File: config.mk
export PLATFORM = sky130hd
export DESIGN_NAME = srcc_rx_ctrl
export DESIGN_NICKNAME = d
export VERILOG_FILES = /design/src/inc/srcc_pkg.sv /design/src/verilog/srcc_rx_ctrl.sv
export VERILOG_INCLUDE_DIRS = /design/src /design/src/inc
export SDC_FILE = /design/constraint.sdc
export NUM_CORES = 1
export LEC_CHECK = 0
export BUFFER_PORTS_ARGS = -buffer_cell sky130_fd_sc_hd__buf_2
export CORE_ASPECT_RATIO = 0.9
export CORE_MARGIN = 2
export CORE_UTILIZATION = 60
export DETAILED_ROUTE_END_ITERATION = 10
export PLACE_DENSITY = 0.86
export SLEW_MARGIN = 20
export SYNTH_ARGS = -nofsm -noshare
export SYNTH_HDL_FRONTEND = slang
export SYNTH_HIERARCHICAL = 1
export SYNTH_SLANG_ARGS = --single-unit
File: constraint.sdc
create_clock -name clk_sys -period 6.1 [get_ports clk_sys]
set_input_delay 1.22 -clock clk_sys [delete_from_list [all_inputs] [get_ports clk_sys]]
set_output_delay 1.22 -clock clk_sys [all_outputs]
set_load 0.02 [all_outputs]
File: src/inc/srcc_defines.svh
`ifndef SRCC_DEFINES_SVH
`define SRCC_DEFINES_SVH
// =====================================================================
// Register map (7-bit register addresses)
`define SRCC_SETUP_ONE_ADDR  7'h09
`define SRCC_SETUP_TWO_ADDR  7'h0A
`define SRCC_SETUP_ONE_RST   8'h00
`define SRCC_SETUP_TWO_RST   8'h00
// Bits of receiver_setup_one
`define SRCC_UNLK_CLK_BIT    7
`define SRCC_RATIO_MSB       6
`define SRCC_RATIO_LSB       5
`define SRCC_DEEMPH_BIT      4
`define SRCC_ERR_MSB         3
`define SRCC_ERR_LSB         2
`define SRCC_LOCK_MSB        1
`define SRCC_LOCK_LSB        0
// Bits of receiver_setup_two
`define SRCC_SILENCE_BIT     7
`define SRCC_PORT_REF_BIT    6
`define SRCC_PORT_SEL_MSB    5
`define SRCC_PORT_SEL_LSB    4
`define SRCC_BLK_NONPCM_BIT  1
`define SRCC_BLK_INVAL_BIT   0
`define SRCC_SETUP_TWO_MASK  8'hF3
// Soft mute: one 6 dB step per sample, silent after this many steps
`define SRCC_ATT_LAST        5'h18
`endif

File: src/inc/srcc_pkg.sv
package srcc_pkg;
   typedef enum logic [1:0] {
      SRCC_ERR_NONE = 2'b00,
      SRCC_ERR_HOLD = 2'b01,
      SRCC_ERR_ZERO = 2'b10,
      SRCC_ERR_RSVD = 2'b11
   } srcc_err_act_t;
   typedef enum logic [1:0] {
      SRCC_LOCK_NONE = 2'b00,
      SRCC_LOCK_HOLD = 2'b01,
      SRCC_LOCK_ZERO = 2'b10,
      SRCC_LOCK_SOFT = 2'b11
   } srcc_lock_act_t;
endpackage : srcc_pkg

File: src/verilog/srcc_rx_ctrl.sv
// What this block does
// - Unlocked: recovered clock if bit 0, else internal
// - Ratio codes pick 128, 256, 512 times fs
// - Auto de-emphasis follows channel status when enabled
// - Error action: none, hold last, or zero
// - Unlock action: none, hold, zeros, soft mute
// - Hard silence bit zeroes receiver audio output
// - Reference: preamble clock, or serial port clock
// - Port select: playback, aux in, record, aux out
// - Non-audio blocking bit stops data to converter
// - Compressed payload never reaches the converter
// - Validity blocking bit stops data to converter
`timescale 1ns/100ps
`include "srcc_defines.svh"

// =====================================================================
// Sample FIFO
module srcc_fifo #(
   parameter int WIDTH = 25,
   parameter int DEPTH = 4
) (
   input  wire logic             clk_sys,
   input  wire logic             reset,
   input  wire logic             in_valid,
   output      logic             in_ready,
   input  wire logic [WIDTH-1:0] in_data,
   output      logic             out_valid,
   input  wire logic             out_ready,
   output      logic [WIDTH-1:0] out_data
);
   localparam int AW = $clog2(DEPTH);
   typedef struct packed {
      logic [DEPTH-1:0][WIDTH-1:0] mem;
      logic [AW-1:0]               wr;
      logic [AW-1:0]               rd;
      logic [AW:0]                 cnt;
   } srcc_fifo_state_t;
   srcc_fifo_state_t q;
   srcc_fifo_state_t d;
   logic push;
   logic pop;

   // Pointers wrap by overflow, so only power-of-two depths keep the order
   if (DEPTH < 2 || (1 << AW) != DEPTH || WIDTH < 1) begin : g_bad_params
      $error("srcc_fifo: DEPTH must be a power of two of at least 2");
   end

   assign in_ready  = (q.cnt != (AW+1)'(DEPTH));
   assign out_valid = (q.cnt != '0);
   assign out_data  = q.mem[q.rd];
   assign push      = in_valid && in_ready;
   assign pop       = out_valid && out_ready;

   always_comb begin
      d = q;
      if (push) begin
         d.mem[q.wr] = in_data;
         d.wr        = q.wr + 1'b1;
      end
      if (pop) begin
         d.rd = q.rd + 1'b1;
      end
      d.cnt = q.cnt + (AW+1)'(push) - (AW+1)'(pop);
   end

   always_ff @(posedge clk_sys) begin
      if (reset) begin
         q <= '0;
      end else begin
         q <= d;
      end
   end
endmodule : srcc_fifo

// =====================================================================
// Receiver configuration and sample handling
module srcc_rx_ctrl #(
   parameter int SAMPLE_W   = 24,
   parameter int FIFO_DEPTH = 4
) (
   input  wire logic                clk_sys,
   input  wire logic                reset,
   // Register port from the control interface
   input  wire logic [6:0]          reg_addr,
   input  wire logic                reg_wr,
   input  wire logic [7:0]          reg_wdata,
   output      logic [7:0]          reg_rdata,
   // Receiver status
   input  wire logic                pll_locked,
   // Decoded samples from the biphase receiver
   input  wire logic                smp_valid,
   output      logic                smp_ready,
   input  wire logic [SAMPLE_W-1:0] smp_data,
   input  wire logic                smp_err,
   input  wire logic                smp_invalid,
   input  wire logic                smp_nonpcm,
   input  wire logic                smp_emph,
   // Clock and reference steering
   output      logic                rx_clk_use_iclk,
   output      logic [1:0]          rx_clk_ratio,
   output      logic                pll_ref_port,
   output      logic [1:0]          pll_ref_port_sel,
   // Receiver audio out, converter feed shares the same words
   output      logic                dir_valid,
   input  wire logic                dir_ready,
   output      logic [SAMPLE_W-1:0] dir_data,
   output      logic                src_valid
);
   typedef struct packed {
      logic [7:0]          setup_one;
      logic [7:0]          setup_two;
      logic [7:0]          rdata;
      logic [1:0]          lock_sync;
      logic [SAMPLE_W-1:0] last;
      logic [SAMPLE_W-1:0] deemph_y;
      logic [4:0]          att;
      logic                word_vld;
      logic                word_src;
      logic [SAMPLE_W-1:0] word;
      logic                use_iclk;
   } srcc_state_t;

   srcc_state_t q;
   srcc_state_t d;
   logic        locked;
   logic        accept;
   logic        fifo_ready;
   logic        fifo_src;

   srcc_pkg::srcc_err_act_t  err_act;
   srcc_pkg::srcc_lock_act_t lock_act;

   // Refused at elaboration rather than left to misbehave at run time
   if (SAMPLE_W < 8 || FIFO_DEPTH < 2) begin : g_bad_params
      $error("srcc_rx_ctrl: unsupported SAMPLE_W or FIFO_DEPTH");
   end

   // First-order shelf; unity at DC, one third (roughly 9.5 dB down) at fs/2
   function automatic logic [SAMPLE_W-1:0] deemph(input logic [SAMPLE_W-1:0] x,
                                                   input logic [SAMPLE_W-1:0] y);
      logic signed [SAMPLE_W:0] xs;
      logic signed [SAMPLE_W:0] ys;
      logic signed [SAMPLE_W:0] s;
      xs = $signed({x[SAMPLE_W-1], x});
      ys = $signed({y[SAMPLE_W-1], y});
      s  = xs - (xs >>> 1) + (ys >>> 1);
      return s[SAMPLE_W-1:0];
   endfunction : deemph

   assign locked    = q.lock_sync[1];
   assign err_act   = srcc_pkg::srcc_err_act_t'(q.setup_one[`SRCC_ERR_MSB:`SRCC_ERR_LSB]);
   assign lock_act  = srcc_pkg::srcc_lock_act_t'(q.setup_one[`SRCC_LOCK_MSB:`SRCC_LOCK_LSB]);
   // The output stage may refill when it is empty or when the FIFO takes its word
   assign smp_ready = !q.word_vld || fifo_ready;
   assign accept    = smp_valid && smp_ready;

   assign reg_rdata        = q.rdata;
   assign rx_clk_use_iclk  = q.use_iclk;
   assign rx_clk_ratio     = q.setup_one[`SRCC_RATIO_MSB:`SRCC_RATIO_LSB];
   assign pll_ref_port     = q.setup_two[`SRCC_PORT_REF_BIT];
   assign pll_ref_port_sel = q.setup_two[`SRCC_PORT_SEL_MSB:`SRCC_PORT_SEL_LSB];
   assign src_valid        = dir_valid && fifo_src;

   always_comb begin
      logic [SAMPLE_W-1:0] smp;
      logic                good;
      smp  = smp_data;
      good = 1'b1;
      d    = q;
      d.lock_sync = {q.lock_sync[0], pll_locked};
      d.use_iclk  = !locked && q.setup_one[`SRCC_UNLK_CLK_BIT];
      // Register port
      if (reg_wr && reg_addr == `SRCC_SETUP_ONE_ADDR) begin
         d.setup_one = reg_wdata;
      end
      // Reserved bits are kept at zero regardless of what is written
      if (reg_wr && reg_addr == `SRCC_SETUP_TWO_ADDR) begin
         d.setup_two = reg_wdata & `SRCC_SETUP_TWO_MASK;
      end
      if (reg_addr == `SRCC_SETUP_ONE_ADDR) begin
         d.rdata = q.setup_one;
      end else if (reg_addr == `SRCC_SETUP_TWO_ADDR) begin
         d.rdata = q.setup_two;
      end else begin
         d.rdata = 8'h00;
      end
      // Output stage drains into the FIFO
      if (q.word_vld && fifo_ready) begin
         d.word_vld = 1'b0;
      end
      if (locked) begin
         d.att = '0;
      end
      if (accept) begin
         if (!locked) begin
            good = 1'b0;
            unique case (lock_act)
               srcc_pkg::SRCC_LOCK_NONE: smp = smp_data;
               srcc_pkg::SRCC_LOCK_HOLD: smp = q.last;
               srcc_pkg::SRCC_LOCK_ZERO: smp = '0;
               srcc_pkg::SRCC_LOCK_SOFT: begin
                  smp = (q.att >= `SRCC_ATT_LAST) ? '0 : SAMPLE_W'($signed(q.last) >>> q.att);
                  if (q.att < `SRCC_ATT_LAST) begin
                     d.att = q.att + 5'h01;
                  end
               end
            endcase
         end else if (smp_err) begin
            good = 1'b0;
            unique case (err_act)
               srcc_pkg::SRCC_ERR_HOLD: smp = q.last;
               srcc_pkg::SRCC_ERR_ZERO: smp = '0;
               // Reserved code behaves as no action
               srcc_pkg::SRCC_ERR_NONE,
               srcc_pkg::SRCC_ERR_RSVD: smp = smp_data;
            endcase
         end
         if (good) begin
            d.last = smp_data;
         end
         // Filter state only advances on emphasised material
         if (q.setup_one[`SRCC_DEEMPH_BIT] && smp_emph) begin
            smp        = deemph(smp, q.deemph_y);
            d.deemph_y = smp;
         end
         if (q.setup_two[`SRCC_SILENCE_BIT]) begin
            smp = '0;
         end
         d.word     = smp;
         d.word_vld = 1'b1;
         d.word_src = !q.setup_two[`SRCC_BLK_NONPCM_BIT]
                      && !smp_nonpcm
                      && !q.setup_two[`SRCC_BLK_INVAL_BIT];
      end
   end

   always_ff @(posedge clk_sys) begin
      if (reset) begin
         q           <= '0;
         q.setup_one <= `SRCC_SETUP_ONE_RST;
         q.setup_two <= `SRCC_SETUP_TWO_RST;
      end else begin
         q <= d;
      end
   end

   srcc_fifo #(
      .WIDTH (SAMPLE_W + 1),
      .DEPTH (FIFO_DEPTH)
   ) u_fifo (
      .clk_sys   (clk_sys),
      .reset     (reset),
      .in_valid  (q.word_vld),
      .in_ready  (fifo_ready),
      .in_data   ({q.word_src, q.word}),
      .out_valid (dir_valid),
      .out_ready (dir_ready),
      .out_data  ({fifo_src, dir_data})
   );
endmodule : srcc_rx_ctrl

# Yosys cells after proc, flatten, opt, wreduce, memory -nomap -nowiden

Cells that the tools add are included.
Widths: inputs -> output; s select.

Add/sub/neg operators: 7
Order comparisons: 5
Equality and inequality tests: 9
Shift operators: 1
Mux-type cells: 24
Reduce and logical (&&, ||, !) cells: 24

Operators by type and width:

| cell                | number |
|---|---|
| $mux 24             | 6 |
| $bwmux 100          | 1 |
| $pmux 24 s4         | 1 |
| $pmux 24 s3         | 1 |
| $bmux 25 s2         | 1 |
| $demux 25 s2        | 1 |
| $mux 25             | 2 |
| $mux 31             | 1 |
| $add 24x23->24      | 1 |
| $sshr 24x5->24      | 1 |
| $sub 24x23->24      | 1 |
| $mux 5              | 4 |
| $mux 8              | 2 |
| $eq 7x4->1 const B  | 2 |
| $logic_and 1x1->1   | 11 |
| $eq 2x2->1 const B  | 4 |
| $lt 2x3->1 const B  | 2 |
| $add 5x1->5 const B | 1 |
| $ge 5x5->1 const B  | 1 |
| $logic_not 1->1     | 5 |
| $lt 5x5->1 const B  | 1 |
| $add 2x1->2 const B | 2 |
| $eq 2x1->1 const B  | 2 |
| $logic_not 2->1     | 2 |
| other kinds (10)    | 14 |

Register bits after elaboration: 211
Input bits: 49
Word-level logic and storage cells: 88

# Logic depth before layout (Yosys ltp)

Depth in word-level cells: 11
Depth in mapped cells: 21

# Hierarchy

The synthesis kept the hierarchy.

By module, submodules not included:

| module       | times used | cells each | area an instance (um^2) | seq. area each (um^2) |
|---|---|---|---|---|
| srcc_rx_ctrl | 1          | 976        | 7931.4                  | 2062.0 |
| srcc_fifo    | 1          | 428        | 4978.5                  | 2142.1 |

# Worst setup path after synthesis

No wires, ideal clock.

Path kind: input port to flip-flop
Start point: in smp_err
End point: reg, netlist name q[22]
Data arrival time: 4754 ps
Data required time: 5978 ps
Setup slack: 1224 ps
Cell stages on the path: 17
Path buffers: 3
Cell sequence: and2_1 -> clkbuf_1 -> clkbuf_1 -> nand2_1 -> a31o_2 -> a21oi_1 -> inv_1 -> fa_1 -> ha_1 -> clkbuf_1 -> and4_1 -> nand4_1 -> o21ba_1 -> o32ai_1 -> o21ai_1 -> xnor2_1 -> a221o_1

RTL lines:

| item               | RTL line           | RTL |
|---|---|---|
| start: declaration | srcc_rx_ctrl.sv:94 | `input wire logic smp_err,` |

==> run metrics <==
run status completed; Routed WL per cell 19.7 microns; max cap viols 0; Least-Margin Pin Slew 1.00 ns; LEAKAGE 5.94 nW; Initial Util 61.6%; worst path required time 6.53 ns; clk root buf clkbuf_16; Max Slew Vio Count 0; Ys Warns 6; Top Ports 90; most frequent cells in the layout dfxtp_1 (209), nand2_1 (132), mux2i_1 (130); area occupied by multi-input gates between 0.007 and 0.008 sq mm; hold_buf cts 0; VDD IR max 0.215 mV; Seq cells post-synth 210; diodes inserted 0; slowest stage delay, CP 0.68 ns; layout cells sized above 1 15.7%; Vias 10,900; CP endpoint kind register; RSZ-0062 raised after global routing false; port bufs 88; CP top delay family compound AO/OA/AOI/OAI gates; FP Rows 50; initial antenna violation count 0; largest area contributor in the netlist dfxtp_1; Worst-path clk slew approximately 0.06 ns; top-area cell type share of the netlist area 32.6%; Netlist Area Pre-Place 0.0129 sq mm; DRC errors left 0; CTS resizes 0; final hold violation count 0; Critical-path top delay cell a2111oi_0; syn nets 1,511; final core occ 67.3%; commonest non-fill, non-tap cell in the layout dfxtp_1; async set-reset flop share out of synthesis 0%; fillcell total 1,604; Mean Syn Cell Area 9.20 sq um; largest net degree at the start of global routing 109; TritonCTS clock tree built; most common flop cell mapped by yosys dfxtp_1; vias per cell 6.25; Post-CTS Repair Setup Buffers 0; worst skew pair latency 0.53 ns; Buf/Inv on CP 3; clk buf depth 3; vias in the first global route 10,600; Final setup viols 0; final wirelength 34.2 mm; cts bufs inserted 23; setup_tns 0 ns; maximum fanout along the worst path 10; GRT Total Usage 30.6%; Post-synth EDFFs 0; unique cell type count in the Yosys netlist between 70 and 80; area growth from synthesis to final layout 9.25%; FF+latch area 0.00421 sq mm; Core Region 0.0210 sq mm; htree depth 1; total congestion overflow 0; critical path arrival 5.92 ns; drt first pass iters 5; Final Wtd Congestion ~1; Worst Clk Skew 0.0131 ns; relative slew slack between 30% and 40%; type of element launching the critical path register; Final HPWL DP 24.0 mm; Die W ~160 microns; nets 1,543; first-pass GRT wire length between 50 and 60 mm; crit path cell chain buf_4 > mux4_1 > mux4_2 > nand2_1 > o2111ai_1 > a22o_1 > ha_1 > inv_1 > ha_1 > inv_1 > fa_1 > nor2b_1 > o21a_1 > o21ai_1 > a2111oi_0 > o21ai_1 > xor2_1 > a211oi_1; die area 0.0227 sq mm; Max Clk Rate about 180 MHz; Post-Syn Instances about 1,400; HP Class reg -> reg; Die H 143 microns; Crit Path Class reg -> reg; Seq/Total Area, Yosys 32.6%; pwr/cell area approximately 250 mW/mm^2; worst reg-to-reg setup slack just over 0.6 ns; drt initial violations 1,094; Tmin final 5.49 ns; Post-DRT Antenna Nets 0; crit share post-route about 90%; Clock Sinks 210; Synth area leaders dfxtp_1 (33%), mux2i_1 (10%), mux4_2 (8.0%)
[synthesized netlist by cell type (all sizes together) (6+ instances only)]
master and number:
and3 7, fa 17, o21ai 44, nand3 18, nand2 132, inv 75, a221o 14, o21a 11
nand4 7, a22o 10, dfxtp 210, o22ai 6, a221oi 15, and2 10, xnor2 25, a21oi 84
xor2 11, or3 6, nand2b 129, o211ai 8, a22oi 11, a211oi 16, nor3 14, a21o 11
nor2b 14, clkbuf 67, ha 41, o221ai 6, nor2 91, mux4 52, buf 41, mux2i 130
o21bai 7
[stage by stage]
stage | instance area (sq um) | total power [mW] | setup WS, ns | std cells | hold WS, ns
2_1_floorplan | 12900 | 2.02 | 1.22 | 1404 | 0.414
3_3_place_gp | 13400 | 2.17 | 0.702 | 1697 | 0.415
3_5_place_dp | 13400 | 2.19 | 0.697 | 1697 | 0.426
4_1_cts | 14100 | 3.54 | 0.750 | 1736 | 0.440
5_1_grt | 14100 | 3.67 | 0.251 | 1736 | 0.467
6_report | 14100 | 3.53 | 0.610 | 1736 | 0.434
[kinds of logic (layout without fill, tap and decap cells)]
family          count (synthesis)  count (layout)  synth area share [%]
fa+ha+maj                      58              58                  6.61
simple gates                  453             453                  17.8
compound gates                278             278                  14.5
flops                         210             210                  32.6
mux                           186             186                  19.7
buf+inv                       183             229                  6.46
xor+xnor                       36              36                  2.44
[worst paths after layout]
check | startpoint | to | cells after the start
max | q[27] | q[48] | 18
min | d[81] | locked | 1
max reg2reg | q[27] | q[48] | 18
min reg2reg | d[81] | locked | 1
[power by group]
part | internal [mW] | switching, mW | total (mW)
clock network | 0.765 | 0.588 | 1.35
registers | 1.41 | 0.0665 | 1.48
logic | 0.302 | 0.393 | 0.695
[flip-flops by register name, summed over array words and instances (netlist names)]
signal / cells
u_fifo/q: 107
pll_ref_port_sel: 2
d: 1
pll_ref_port: 1
locked: 1
lock_act: 2
q: 83
rx_clk_ratio: 2
rx_clk_use_iclk: 1
err_act: 2
reg_rdata: 8
[metal layers]
metal	vias up	track usage [%]	routed length [microns]
met4	0	12.3	1310
met1	5174	41.5	14500
li1	5040	-	-
met3	92	6.74	3190
met2	544	47.6	15200
met5	-	0	0
[area by class of cell]
type	count	area share, %
tap	286	2.54
clock inverter	13	0.887
multi-input combinational	1011	55.9
inverter	75	2.00
sequential	210	29.8
timing repair buffer	115	4.58
clock buffer	26	4.30
[worst reg2reg max path, cell delays in order (launching register included)]
cell and delay, ns:
dfxtp_1 0.64, buf_4 0.32, mux4_1 0.61, mux4_2 0.47, nand2_1 0.08, o2111ai_1 0.14, a22o_1 0.32, ha_1 0.33
inv_1 0.08, ha_1 0.18, inv_1 0.07, fa_1 0.41, nor2b_1 0.18, o21a_1 0.15, o21ai_1 0.09, a2111oi_0 0.68
o21ai_1 0.20, xor2_1 0.20, a211oi_1 0.24
Note: power is estimated with default switching activity, not from simulation.
